===== src/core/pmx_pkg.sv =====
// =============================================================================
// Shared constants and carriers of the two-group pin multiplexer.
package pmx_pkg;

    // =========================================================================
    // Register byte offsets; each register is one aligned 32-bit word.
    localparam logic [5:0] OFF_G1_DATA = 6'h00;
    localparam logic [5:0] OFF_G1_ENABLES = 6'h04;
    localparam logic [5:0] OFF_G1_PULL = 6'h08;
    localparam logic [5:0] OFF_G1_IRQ_FLAGS = 6'h0c;
    localparam logic [5:0] OFF_G1_IRQ_CTRL = 6'h10;
    localparam logic [5:0] OFF_G1_FILTER = 6'h14;
    localparam logic [5:0] OFF_G1_MODE = 6'h18;
    localparam logic [5:0] OFF_G1_FUNC = 6'h1c;
    localparam logic [5:0] OFF_G2_DATA = 6'h20;
    localparam logic [5:0] OFF_G2_ENABLES = 6'h24;
    localparam logic [5:0] OFF_G2_PULL = 6'h28;
    localparam logic [5:0] OFF_G2_IRQ_FLAGS = 6'h2c;
    localparam logic [5:0] OFF_G2_IRQ_CTRL = 6'h30;
    localparam logic [5:0] OFF_G2_FILTER = 6'h34;
    localparam logic [5:0] OFF_G2_MODE = 6'h38;
    localparam logic [5:0] OFF_G2_FUNC = 6'h3c;

    // =========================================================================
    // Field positions inside the 16-bit registers.
    localparam int G1_HI_LSB = 12;
    localparam int G1_LO_LSB = 4;
    localparam int G2_HI_LSB = 8;
    localparam int G2_LO_LSB = 0;

    // =========================================================================
    // Fixed read value and function field codes.
    localparam logic [11:0] G2_FUNC_FIXED = 12'hfff;
    localparam logic [1:0] FN_ZERO = 2'h0;
    localparam logic [1:0] FN_ONE = 2'h1;
    localparam logic [1:0] FN_TWO = 2'h2;
    localparam logic [1:0] FN_THREE = 2'h3;

    // =========================================================================
    // Carriers. Pad bits 7:0 are group one, 15:8 are group two.
    typedef struct packed {
        logic [15:0] out;
        logic [15:0] oe;
        logic [15:0] pull_en;
        logic [15:0] pull_up;
        logic [15:0] in_en;
    } pmx_pad_type;

    typedef struct packed {
        logic sync_serial0_data_out;
        logic sync_serial0_clock;
        logic sync_serial0_clock_oe;
        logic sync_serial0_slave_select_n;
        logic sync_serial0_slave_select_n_oe;
        logic two_wire0_clock_oe;
        logic two_wire0_data_oe;
        logic async_serial0_transmit;
        logic sensor_enable_output;
        logic [13:3] display_segment_output;
    } pmx_drive_type;

    typedef struct packed {
        logic sync_serial0_data_in;
        logic sync_serial0_clock;
        logic sync_serial0_slave_select_n;
        logic two_wire0_clock;
        logic two_wire0_data;
        logic hysteresis_input_one;
        logic hysteresis_input_zero;
        logic comparator_pos_in_one;
        logic comparator_neg_in_one;
        logic comparator_neg_in_zero;
        logic comparator_pos_in_zero;
        logic async_serial0_receive;
    } pmx_sense_type;

    typedef enum logic {ph_idle, ph_data} pmx_phase_type;

    typedef struct packed {
        pmx_phase_type phase;
        logic write;
        logic hit;
        logic [5:0] offset;
        logic hreadyout;
        logic hresp;
        logic [31:0] hrdata;
    } pmx_slave_type;

    typedef struct packed {
        logic [3:0] g1_out;
        logic [3:0] g1_ie;
        logic [3:0] g1_oe;
        logic [3:0] g1_pdpu;
        logic [3:0] g1_ren;
        logic [7:0] g1_sel;
        logic [15:0] g1_fnc;
        logic [1:0] g2_out;
        logic [1:0] g2_ie;
        logic [1:0] g2_oe;
        logic [1:0] g2_pdpu;
        logic [1:0] g2_ren;
        logic [7:0] g2_sel;
        logic [3:0] g2_fnc;
        pmx_pad_type pad;
        pmx_sense_type sense;
    } pmx_state_type;

endpackage


===== src/core/pmx_ahb_slave.sv =====
`timescale 1ns/10ps
// =============================================================================
// AHB-Lite slave front end: one wait state per transfer, always OKAY.
module pmx_ahb_slave
    import pmx_pkg::*;
(
    input wire logic hclk,
    input wire logic hresetn,
    input wire logic hsel,
    input wire logic [31:0] haddr,
    input wire logic [1:0] htrans,
    input wire logic hwrite,
    input wire logic hready,
    input wire logic [31:0] hwdata,
    input wire logic [15:0] rd_data,
    output logic hreadyout,
    output logic hresp,
    output logic [31:0] hrdata,
    output logic wr_en,
    output logic rd_en,
    output logic [5:0] reg_offset,
    output logic [15:0] wr_data
);

    pmx_slave_type st_ff;
    pmx_slave_type nxt_st;

    // The wait state lets a write from the previous transfer settle before
    // the next read samples the register file, at the cost of one cycle.
    always_comb
    begin
        nxt_st = st_ff;
        nxt_st.hresp = 1'b0;
        if (st_ff.phase == ph_data)
        begin
            nxt_st.phase = ph_idle;
            nxt_st.hreadyout = 1'b1;
            if (!st_ff.write)
                nxt_st.hrdata = st_ff.hit ? {16'h0000, rd_data} : 32'h0000_0000;
        end
        else if (hsel && htrans[1] && hready)
        begin
            nxt_st.phase = ph_data;
            nxt_st.write = hwrite;
            nxt_st.hit = (haddr[31:6] == 26'h0) && (haddr[1:0] == 2'h0);
            nxt_st.offset = haddr[5:0];
            nxt_st.hreadyout = 1'b0;
        end
    end

    // Slave state register; ready is high out of reset.
    always_ff @(posedge hclk or negedge hresetn)
    begin
        if (!hresetn)
        begin
            st_ff <= '0;
            st_ff.hreadyout <= 1'b1;
        end
        else
            st_ff <= nxt_st;
    end

    // Strobes toward the register file, active in the wait cycle.
    assign wr_en = (st_ff.phase == ph_data) && st_ff.write && st_ff.hit;
    // Reads that miss the map answer zero, so they do not count as register reads.
    assign rd_en = (st_ff.phase == ph_data) && !st_ff.write && st_ff.hit;
    assign reg_offset = st_ff.offset;
    assign wr_data = hwdata[15:0];
    assign hreadyout = st_ff.hreadyout;
    assign hresp = st_ff.hresp;
    assign hrdata = st_ff.hrdata;

endmodule // pmx_ahb_slave


===== src/core/pmx_pin_mux.sv =====
`timescale 1ns/10ps
// Operation
// - Group one pins 4-7 are full GPIO
// - Group one pins 0-3 GPIO bits read zero
// - Interrupt and filter registers read zero, ignore writes
// - Group two pins 0-1 GPIO, out bits 9:8
// - Group two pins 2-7 GPIO bits read zero
// - Mode bit per pin selects GPIO or peripheral
// - Two-bit function field; function 0 routes sync serial
// - Function 1 routes two-wire and hysteresis inputs
// - Function 3 drives display segments 3 to 13
// - Group two fixed fields; pins 0-1 async serial
module pmx_pin_mux
    import pmx_pkg::*;
(
    input wire logic hclk,
    input wire logic hresetn,
    input wire logic hsel,
    input wire logic [31:0] haddr,
    input wire logic [1:0] htrans,
    input wire logic hwrite,
    input wire logic [2:0] hsize,
    input wire logic hready,
    input wire logic [31:0] hwdata,
    output logic hreadyout,
    output logic hresp,
    output logic [31:0] hrdata,
    input wire logic [15:0] pad_in,
    output pmx_pad_type pad,
    input wire pmx_drive_type drive,
    output pmx_sense_type sense
);

    // =========================================================================
    // Bus front end and pad input synchroniser.
    pmx_state_type st_ff;
    pmx_state_type nxt_st;
    logic wr_en;
    logic rd_en;
    logic [5:0] reg_offset;
    logic [15:0] wr_data;
    logic [15:0] rd_data;
    logic [15:0] pin_s;
    logic [15:0] sel16;
    logic [31:0] fnc32;

    pmx_ahb_slave u_slave (
        .hclk(hclk),
        .hresetn(hresetn),
        .hsel(hsel),
        .haddr(haddr),
        .htrans(htrans),
        .hwrite(hwrite),
        .hready(hready),
        .hwdata(hwdata),
        .rd_data(rd_data),
        .hreadyout(hreadyout),
        .hresp(hresp),
        .hrdata(hrdata),
        .wr_en(wr_en),
        .rd_en(rd_en),
        .reg_offset(reg_offset),
        .wr_data(wr_data)
    );

    pmx_sync #(.WIDTH(16)) u_sync (
        .hclk(hclk),
        .hresetn(hresetn),
        .async_in(pad_in),
        .sync_out(pin_s)
    );

    // =========================================================================
    // Mode and function selection seen across both groups.
    function automatic logic routed(input logic [15:0] sel, input logic [31:0] fnc,
                                    input int p, input logic [1:0] f);
        routed = sel[p] && (fnc[2*p +: 2] == f);
    endfunction

    // Group two fields for pins 2-7 are fixed at function 3.
    assign sel16 = {st_ff.g2_sel, st_ff.g1_sel};
    assign fnc32 = {G2_FUNC_FIXED, st_ff.g2_fnc, st_ff.g1_fnc};

    // =========================================================================
    // Read mux; reserved fields and absent registers answer zero.
    always_comb
    begin
        rd_data = 16'h0000;
        case (reg_offset)
            OFF_G1_DATA:
            begin
                rd_data[G1_HI_LSB +: 4] = st_ff.g1_out;
                rd_data[G1_LO_LSB +: 4] = pin_s[7:4] & st_ff.g1_ie;
            end
            OFF_G1_ENABLES:
            begin
                rd_data[G1_HI_LSB +: 4] = st_ff.g1_ie;
                rd_data[G1_LO_LSB +: 4] = st_ff.g1_oe;
            end
            OFF_G1_PULL:
            begin
                rd_data[G1_HI_LSB +: 4] = st_ff.g1_pdpu;
                rd_data[G1_LO_LSB +: 4] = st_ff.g1_ren;
            end
            OFF_G1_MODE: rd_data[7:0] = st_ff.g1_sel;
            OFF_G1_FUNC: rd_data = st_ff.g1_fnc;
            OFF_G2_DATA:
            begin
                rd_data[G2_HI_LSB +: 2] = st_ff.g2_out;
                rd_data[G2_LO_LSB +: 2] = pin_s[9:8] & st_ff.g2_ie;
            end
            OFF_G2_ENABLES:
            begin
                rd_data[G2_HI_LSB +: 2] = st_ff.g2_ie;
                rd_data[G2_LO_LSB +: 2] = st_ff.g2_oe;
            end
            OFF_G2_PULL:
            begin
                rd_data[G2_HI_LSB +: 2] = st_ff.g2_pdpu;
                rd_data[G2_LO_LSB +: 2] = st_ff.g2_ren;
            end
            OFF_G2_MODE: rd_data[7:0] = st_ff.g2_sel;
            OFF_G2_FUNC: rd_data = fnc32[31:16];
            default: rd_data = 16'h0000;
        endcase
    end

    // =========================================================================
    // Next state: register writes, then the pad and peripheral routing.
    always_comb
    begin
        logic [3:0] c_out [0:15];
        logic [3:0] c_oe [0:15];
        logic [3:0] c_in [0:15];
        logic [15:0] g_out;
        logic [15:0] g_oe;
        logic [15:0] g_ie;
        logic [15:0] g_ren;
        logic [15:0] g_pdpu;
        logic [1:0] f;
        for (int p = 0; p < 16; p++)
        begin
            c_out[p] = 4'h0;
            c_oe[p] = 4'h0;
            c_in[p] = 4'h0;
        end
        g_out = 16'h0000;
        g_oe = 16'h0000;
        g_ie = 16'h0000;
        g_ren = 16'h0000;
        g_pdpu = 16'h0000;
        f = FN_ZERO;
        nxt_st = st_ff;

        // Only implemented bits take writes; absent registers fall through.
        if (wr_en)
        begin
            case (reg_offset)
                OFF_G1_DATA: nxt_st.g1_out = wr_data[G1_HI_LSB +: 4];
                OFF_G1_ENABLES:
                begin
                    nxt_st.g1_ie = wr_data[G1_HI_LSB +: 4];
                    nxt_st.g1_oe = wr_data[G1_LO_LSB +: 4];
                end
                OFF_G1_PULL:
                begin
                    nxt_st.g1_pdpu = wr_data[G1_HI_LSB +: 4];
                    nxt_st.g1_ren = wr_data[G1_LO_LSB +: 4];
                end
                OFF_G1_MODE: nxt_st.g1_sel = wr_data[7:0];
                OFF_G1_FUNC: nxt_st.g1_fnc = wr_data;
                OFF_G2_DATA: nxt_st.g2_out = wr_data[G2_HI_LSB +: 2];
                OFF_G2_ENABLES:
                begin
                    nxt_st.g2_ie = wr_data[G2_HI_LSB +: 2];
                    nxt_st.g2_oe = wr_data[G2_LO_LSB +: 2];
                end
                OFF_G2_PULL:
                begin
                    nxt_st.g2_pdpu = wr_data[G2_HI_LSB +: 2];
                    nxt_st.g2_ren = wr_data[G2_LO_LSB +: 2];
                end
                OFF_G2_MODE: nxt_st.g2_sel = wr_data[7:0];
                OFF_G2_FUNC: nxt_st.g2_fnc = wr_data[3:0];
                default: nxt_st.g1_sel = st_ff.g1_sel;
            endcase
        end

        // GPIO controls spread onto pad positions; pins without GPIO stay zero.
        g_out[7:4] = st_ff.g1_out;
        g_oe[7:4] = st_ff.g1_oe;
        g_ie[7:4] = st_ff.g1_ie;
        g_ren[7:4] = st_ff.g1_ren;
        g_pdpu[7:4] = st_ff.g1_pdpu;
        g_out[9:8] = st_ff.g2_out;
        g_oe[9:8] = st_ff.g2_oe;
        g_ie[9:8] = st_ff.g2_ie;
        g_ren[9:8] = st_ff.g2_ren;
        g_pdpu[9:8] = st_ff.g2_pdpu;

        // Function 0: sync serial on group one, async serial on group two.
        c_in[0][0] = 1'b1;
        c_out[1][0] = drive.sync_serial0_data_out;
        c_oe[1][0] = 1'b1;
        c_out[2][0] = drive.sync_serial0_clock;
        c_oe[2][0] = drive.sync_serial0_clock_oe;
        c_in[2][0] = 1'b1;
        for (int p = 3; p < 5; p++)
        begin
            c_out[p][0] = drive.sync_serial0_slave_select_n;
            c_oe[p][0] = drive.sync_serial0_slave_select_n_oe;
            c_in[p][0] = 1'b1;
        end
        c_in[8][0] = 1'b1;
        c_out[9][0] = drive.async_serial0_transmit;
        c_oe[9][0] = 1'b1;

        // Function 1: two-wire lines are open drain, driving only low.
        c_oe[0][1] = drive.two_wire0_clock_oe;
        c_in[0][1] = 1'b1;
        c_oe[1][1] = drive.two_wire0_data_oe;
        c_in[1][1] = 1'b1;
        c_in[2][1] = 1'b1;
        c_in[3][1] = 1'b1;
        c_out[9][1] = drive.sensor_enable_output;
        c_oe[9][1] = 1'b1;

        // Function 2: comparator inputs.
        c_in[5][2] = 1'b1;
        c_in[6][2] = 1'b1;
        c_in[7][2] = 1'b1;
        c_in[8][2] = 1'b1;

        // Function 3: display segments on group one 0-3 and group two 1-7.
        for (int p = 0; p < 4; p++)
        begin
            c_out[p][3] = drive.display_segment_output[p + 3];
            c_oe[p][3] = 1'b1;
        end
        for (int p = 9; p < 16; p++)
        begin
            c_out[p][3] = drive.display_segment_output[p - 2];
            c_oe[p][3] = 1'b1;
        end

        // Pad mux; unlisted combinations keep all-zero candidates.
        for (int p = 0; p < 16; p++)
        begin
            f = fnc32[2*p +: 2];
            if (sel16[p])
            begin
                nxt_st.pad.out[p] = c_out[p][f];
                nxt_st.pad.oe[p] = c_oe[p][f];
                nxt_st.pad.in_en[p] = c_in[p][f];
                nxt_st.pad.pull_en[p] = 1'b0;
                nxt_st.pad.pull_up[p] = 1'b0;
            end
            else
            begin
                nxt_st.pad.out[p] = g_out[p];
                nxt_st.pad.oe[p] = g_oe[p];
                nxt_st.pad.in_en[p] = g_ie[p];
                nxt_st.pad.pull_en[p] = g_ren[p];
                nxt_st.pad.pull_up[p] = g_pdpu[p];
            end
        end

        // Peripheral inputs take the pad level only while routed, else idle.
        nxt_st.sense.sync_serial0_data_in = routed(sel16, fnc32, 0, FN_ZERO) & pin_s[0];
        nxt_st.sense.sync_serial0_clock = routed(sel16, fnc32, 2, FN_ZERO) & pin_s[2];
        // Pin 3 wins when both slave-select pins are routed at once.
        if (routed(sel16, fnc32, 3, FN_ZERO))
            nxt_st.sense.sync_serial0_slave_select_n = pin_s[3];
        else if (routed(sel16, fnc32, 4, FN_ZERO))
            nxt_st.sense.sync_serial0_slave_select_n = pin_s[4];
        else
            nxt_st.sense.sync_serial0_slave_select_n = 1'b1;
        nxt_st.sense.two_wire0_clock = routed(sel16, fnc32, 0, FN_ONE) ? pin_s[0] : 1'b1;
        nxt_st.sense.two_wire0_data = routed(sel16, fnc32, 1, FN_ONE) ? pin_s[1] : 1'b1;
        nxt_st.sense.hysteresis_input_one = routed(sel16, fnc32, 2, FN_ONE) & pin_s[2];
        nxt_st.sense.hysteresis_input_zero = routed(sel16, fnc32, 3, FN_ONE) & pin_s[3];
        nxt_st.sense.comparator_pos_in_one = routed(sel16, fnc32, 5, FN_TWO) & pin_s[5];
        nxt_st.sense.comparator_neg_in_one = routed(sel16, fnc32, 6, FN_TWO) & pin_s[6];
        nxt_st.sense.comparator_neg_in_zero = routed(sel16, fnc32, 7, FN_TWO) & pin_s[7];
        nxt_st.sense.comparator_pos_in_zero = routed(sel16, fnc32, 8, FN_TWO) & pin_s[8];
        nxt_st.sense.async_serial0_receive = routed(sel16, fnc32, 8, FN_ZERO) ? pin_s[8] : 1'b1;
    end

    // =========================================================================
    // State register; idle-high peripheral inputs come out of reset high.
    always_ff @(posedge hclk or negedge hresetn)
    begin
        if (!hresetn)
        begin
            st_ff <= '0;
            st_ff.sense.sync_serial0_slave_select_n <= 1'b1;
            st_ff.sense.two_wire0_clock <= 1'b1;
            st_ff.sense.two_wire0_data <= 1'b1;
            st_ff.sense.async_serial0_receive <= 1'b1;
        end
        else
            st_ff <= nxt_st;
    end

    assign pad = st_ff.pad;
    assign sense = st_ff.sense;
endmodule // pmx_pin_mux


===== src/core/pmx_sync.sv =====
`timescale 1ns/10ps
// =============================================================================
// Two-stage synchroniser for pad levels arriving from outside the clock domain.
module pmx_sync
    import pmx_pkg::*;
#(
    parameter int WIDTH = 16
)
(
    input wire logic hclk,
    input wire logic hresetn,
    input wire logic [WIDTH-1:0] async_in,
    output logic [WIDTH-1:0] sync_out
);

    logic [1:0][WIDTH-1:0] stage_ff;
    logic [1:0][WIDTH-1:0] nxt_stage;

    // Only the second stage is visible; the first may still be metastable.
    always_comb
    begin
        nxt_stage = {stage_ff[0], async_in};
    end

    // Both stages clear to low under reset.
    always_ff @(posedge hclk or negedge hresetn)
    begin
        if (!hresetn)
            stage_ff <= '0;
        else
            stage_ff <= nxt_stage;
    end

    assign sync_out = stage_ff[1];

endmodule // pmx_sync


===== config.mk =====
export PLATFORM = sky130hd
export DESIGN_NAME = pmx_pin_mux
export DESIGN_NICKNAME = d
export VERILOG_FILES = /design/src/core/pmx_pkg.sv /design/src/core/pmx_ahb_slave.sv /design/src/core/pmx_pin_mux.sv /design/src/core/pmx_sync.sv
export SDC_FILE = /design/constraint.sdc
export NUM_CORES = 1
export LEC_CHECK = 0
export BUFFER_PORTS_ARGS = -buffer_cell sky130_fd_sc_hd__buf_2
export CAP_MARGIN = 10
export CORE_ASPECT_RATIO = 0.75
export CORE_MARGIN = 2
export CORE_UTILIZATION = 56
export CTS_CLUSTER_DIAMETER = 80
export CTS_CLUSTER_SIZE = 10
export DETAILED_ROUTE_END_ITERATION = 12
export PLACE_DENSITY = 0.86
export SLEW_MARGIN = 5
export SYNTH_ARGS = -nofsm -noshare
export SYNTH_HDL_FRONTEND = slang
export SYNTH_SLANG_ARGS = --single-unit

===== constraint.sdc =====
create_clock -name hclk -period 5 [get_ports hclk]
set_input_delay 0.25 -clock hclk [delete_from_list [all_inputs] [get_ports hclk]]
set_output_delay 0.25 -clock hclk [all_outputs]
set_load 0.02 [all_outputs]

# Yosys cells after proc, flatten, opt, wreduce, memory -nomap -nowiden
# Index checks and enable logic that the tools add are counted.
[word_totals]
out_inout_bits = 126
elab_cells = 238
register_bits = 194
in_bits = 110
[op_classes]
muxes = 121
magnitude_cmp = 10
n_reduce_logical = 39
eq_ne = 17
bitwise = 12
[op_table]
columns = ["cell", "n"]
rows = [
  ["two-way mux 1 bit", 87],
  ["binary-select mux 1 bit (select 2 bit)", 26],
  ["equality test 6 bit, second input constant", 5],
  ["< comparator 2 x 3 -> 1 bit, second input constant", 10],
  ["one-hot mux 4 bit (7 select lines)", 1],
  ["zero test 26 bit", 1],
  ["AND reduction 2 bit", 12],
  ["one-hot mux 4 bit (5 select lines)", 1],
  ["logical AND 1 bit", 18],
  ["two-way mux 16 bit", 1],
  ["one-hot mux 2 bit (7 select lines)", 1],
  ["equality test 6 x 5 -> 1 bit, second input constant", 2],
  ["zero test 2 bit", 6],
  ["two-way mux 10 bit", 1],
  ["one-hot mux 2 bit (5 select lines)", 1],
  ["bitwise AND 1 bit", 8],
  ["equality test 2 x 1 -> 1 bit, second input constant", 4],
  ["equality test 2 bit, second input constant", 4],
  ["one-hot mux 2 bit (4 select lines)", 1],
  ["equality test 6 x 3 -> 1 bit, second input constant", 1],
  ["equality test 6 x 4 -> 1 bit, second input constant", 1],
  ["zero test 6 bit", 1],
  ["bitwise AND 4 bit", 1],
  ["one-hot mux 2 bit (2 select lines)", 1],
  ["other kinds (3)", 4],
]

# Logic depth before layout (Yosys ltp)
[depth]
word_depth = 4
ltp_mapped = 8
ltp_nobuf = 4

# Modules after synthesis
# From an unflattened synthesis, not the netlist that was laid out.
[unflattened]
hier_cells = 697
area_unflattened_um2 = 8463.1
[by_module_without_submodules]
columns = ["module", "seq_area_each_um2", "instances", "cells_per_inst", "area_each_um2"]
rows = [
  ["pmx_pin_mux", 3308.2, 1, 505, 6168.4],
  ["pmx_ahb_slave", 651.9, 1, 160, 1493.9],
  ["pmx_sync", 800.8, 1, 32, 800.8],
]

# Least setup slack after synthesis
# Ideal clock, no wire load.
[synth_path]
path_kind = "register -> register"
startpoint = "reg u_slave.st_ff (netlist bit u_slave.reg_offset[4])"
endpoint = "reg st_ff[138] in the netlist's numbering"
path_stages_with_launch = 6
slack_ns = 3.088
period_less_slack_ns = 1.912
setup_ns = 0.125
arrival_ns = 1.787
n_path_buf = 2
required_ns = 4.875
path_cell_list = "dfrtp_1 buf_2 or4_1 buf_2 nor3_4 mux2_2"
[synth_via]
elab_chain_cells = 2
[synth_lines]
columns = ["item", "line", "rtl"]
rows = [
  ["from (decl)", "pmx_ahb_slave.sv:25", "pmx_slave_type st_ff;"],
  ["from (signal assigned)", "pmx_ahb_slave.sv:60", "st_ff <= nxt_st;"],
  ["equality test 6 x 4 -> 1 bit", "pmx_pin_mux.sv:158", "case (reg_offset)"],
  ["AND reduction 2 bit (no source line)", "--", ""],
  ["to (signal assigned)", "pmx_pin_mux.sv:302", "st_ff <= nxt_st;"],
  ["to (decl)", "pmx_pin_mux.sv:36", "pmx_state_type st_ff;"],
]
# No other way between the ends.
# A chain may end at the register's enable or synchronous reset.

# Final worst setup path
[layout_path]
startpoint = "reg u_slave.st_ff (netlist bit u_slave.reg_offset[5])"
endpoint = "reg st_ff (netlist bit fnc32[2])"
[layout_via]
elab_chain_cells = 2
[layout_lines]
columns = ["item", "line"]
rows = [
  ["equality test 6 x 5 -> 1 bit", "pmx_pin_mux.sv:158"],
  ["AND reduction 2 bit (no source line)", "--"],
]
# No other way between the ends.

==> metrics.md <==
| Metric | Value |
|---|---|
| Switching portion of total power | 0.261 |
| GPL Wtd Cong | 0.824 |
| Syn avg cell area | 11.7 um2 |
| Clk network pwr share | 0.415 |
| Rel. slew slack | 0.360 |
| Via count | 5131 |
| Row count | 37 |
| Multi-input logic area | 2540 um2 |
| CP required | 5.31 ns |
| Critical Path Sink Type | register |
| Synth Area in Adders | 0 |
| Netlist cell types | 49 |
| Antenna cells | 0 |
| Placement Setup Slack | 2.36 ns |
| Seq pwr share | 0.500 |
| Detailed placement HPWL | 12.3 mm |
| Final Hold Fails | 0 |
| Fin. max-slew vios | 0 |
| Worst Setup Start Kind | register |
| Synth area leader | dfrtp_1 |
| Final Power | 3.06 mW |
| EDFF count, synth | 0 |
| Max-cap violations | 0 |
| Synth Area in Simple Gates | 0.133 |
| Compound-Gate Fraction of Synth Area | 0.0642 |
| P_leak | 4.48 nW |
| Most frequent cells in the layout | dfrtp_1 (173), buf_2 (165), mux2_2 (70) |
| Die area | 15100 um2 |
| Port buffer count | 166 |
| Drt total wl | 17.3 mm |
| Mapped Area | 7930 um2 |
| Async set or reset register ratio after synthesis | 1.00 |
| Total global-route track usage | 0.235 |
| CP Data Arrival Time | 2.98 ns |
| Residual DRC | 0 |
| Total grt overflow | 0 |
| Largest net degree at the start of global routing | 68 |
| Util after Layout | 0.637 |
| Worst clock skew | 0.00962 ns |
| Comb pwr share | 0.085 |
| Peak VDD IR | 0.259 mV |
| Most common cell after layout, fill and taps aside | dfrtp_1 |
| Drt initial violations | 412 |
| Least-Margin Pin Slew | 0.960 ns |
| Seq cells post-synth | 178 |
| Outcome | complete, no violations |
| Placed Instances | 916 |
| Resized Gates After CTS | 0 |
| Setup slack after layout | 2.33 ns |
| Cts bufs inserted | 17 |
| Mux contribution to synthesized area | 0.103 |
| Switching power total | 0.798 mW |
| Die Span Y | 107 um |
| Xor/xnor cell area share of the yosys netlist | 0 |
| Share of the synthesized area in the top cell type | 0.546 |
| Internal Power | 2.26 mW |
| Main combinational cell family by area after synthesis | buffers and inverters |
| Crit path max fanout | 17 |
| CP Class | register to register |
| Setup total negative slack | 0 ns |
| Area Growth Syn to Fin | 10.8% |
| FMAX | 374 MHz |
| Die width | 141 um |
| Antenna violations before repair | 0 |
| Endpoints failing setup | 0 |
| Sequential-to-total area share from yosys stat | 0.562 |
| Syn Inst Count | 680 |
| Filler cells | 1043 |
| CTS Root Cell | clkbuf_16 |
| CORE AREA | 13800 um2 |
| IO Pins | 236 |
| Clk Latency, worst-skew pair | 0.43 ns |
| YS warnings | 0 |
| Worst-path clk slew | 0.07 ns |
| WHS Path Cells | 2 |
| Post-route minimum period | 2.67 ns |
| H-tree depth | 4 |
| Power Density | 348 nW/um2 |
| Sequential cell area | 4460 um2 |
| RSZ-0062 raised after global routing | false |
| Ranking of synthesized cells by area | dfrtp_1 (55%), buf_4 (12%), mux2_2 (9.9%) |
| First-pass GRT wire length | 27.1 mm |
| CTS tree | done |
| NumNets Final | 881 |
| Reg2reg path depth | 3 |
| Cell Count, Final, Fillers Out | 959 |
| Worst min path class | input port to register |
| Layout cells sized above 1 | 0.360 |
| Starting density of the core | 0.575 |
| Num Clock Sinks | 178 |
| Part of the cycle the worst path needs | 0.535 |
| Dominant synthesized flop cell | dfrtp_1 |
| WL/cell | 18.1 um |
| First drt pass iteration count | 5 |
| Average vias per placed instance | 5.35 |
| Final ANT Viol Nets | 0 |
| CTS max path bufs | 2 |
| Vias in the first global route | 5060 |
==> routing by layer <==
layer / wire length (um) / track usage
met1: 7800 / 0.340
met2: 7800 / 0.351
met3: 1590 / 0.0674
met4: 133 / 0.0636
met5: 0 / 0
==> logic make-up (layout without fill, tap and decap cells) <==
group | after synthesis | after routing
flops | 178 | 178
other cells | 1 | 43
simple gates | 189 | 189
compound gates | 79 | 79
mux | 73 | 73
buf+inv | 160 | 222
==> critical path, cell delays in order (launching register included) <==
cell,delay (ns)
dfrtp_1,0.62
nor4b_2,0.62
and3_1,0.89
mux2_2,0.42
==> state kept, by name, indices dropped and copies added, names as in the netlist <==
| signal | flops |
|---|---|
| sense | 12 |
| sel16 | 16 |
| pad | 54 |
| u_sync.nxt_stage | 10 |
| u_slave.hreadyout | 1 |
| u_slave.hrdata | 16 |
| u_sync.sync_out | 10 |
| fnc32 | 20 |
| u_slave.reg_offset | 6 |
| u_slave.st_ff | 3 |
| st_ff | 30 |
==> path summary, 6_finish.rpt <==
path                                       start                    to  slack [ns]
max                        u_slave.reg_offset[5]              fnc32[2]        2.33
min                                    drive[10]               pad[79]        0.03
max reg2reg                u_slave.reg_offset[5]              fnc32[2]        2.33
min reg2reg                 u_sync.nxt_stage[16]    u_sync.sync_out[0]        0.35
max in group asynchronous                hresetn            st_ff[143]        3.47
min in group asynchronous                hresetn  u_sync.nxt_stage[22]        0.39
==> final cells by class <==
type | instances | area share
Clock buffer | 18 | 0.0488
Clock inverter | 14 | 0.0149
Tap cell | 175 | 0.0249
Inverter | 10 | 0.00427
Sequential cell | 178 | 0.507
Timing Repair Buffer | 180 | 0.110
Multi-Input combinational cell | 384 | 0.289
==> Yosys cell counts, types with 2 or more instances <==
| master | number |
|---|---|
| o2bb2ai_1 | 2 |
| a221oi_1 | 6 |
| a21oi_1 | 16 |
| nor2b_1 | 28 |
| and2_1 | 7 |
| a2111oi_0 | 3 |
| nand4_1 | 3 |
| dfstp_2 | 5 |
| nor4_1 | 8 |
| mux2i_1 | 3 |
| and2_0 | 3 |
| or3_1 | 2 |
| nand2_1 | 53 |
| o21ai_0 | 20 |
| a22oi_1 | 6 |
| and3_1 | 17 |
| nor2_1 | 30 |
| a31oi_1 | 11 |
| nand3_1 | 8 |
| buf_2 | 9 |
| a211oi_1 | 2 |
| dfrtp_1 | 173 |
| or4bb_1 | 4 |
| mux2_2 | 70 |
| nand2b_1 | 3 |
| buf_4 | 126 |
| inv_1 | 10 |
| a21boi_0 | 7 |
| nand3b_1 | 11 |
| a32oi_1 | 2 |
| clkbuf_1 | 14 |
==> metrics by stage <==
stage | instance area (um2) | hold slack, ns
finish | 8790 | 0.0303
global route | 8790 | 0.0292
CTS | 8790 | 0.0241
detailed placement | 8120 | 0.283
global placement | 8120 | 0.278
floorplan | 8090 | -0.0456
==> what timing repair did <==
action                     in CTS  in global routing
hold endpoints to repair       74                  0
buffers inserted                0                  0
hold buffers                   11                  0
setup endpoints to repair       0                  0
==> power by group through the flow <==
stage	Combinational [mW]	Sequential (mW)	Clock (mW)
floorplan	0.208	1.53	0
global placement	0.247	1.55	0
detailed placement	0.253	1.55	0
CTS	0.262	1.53	1.28
global route	0.287	1.53	1.35
finish	0.261	1.53	1.27
(Power assumes the default switching activity.)
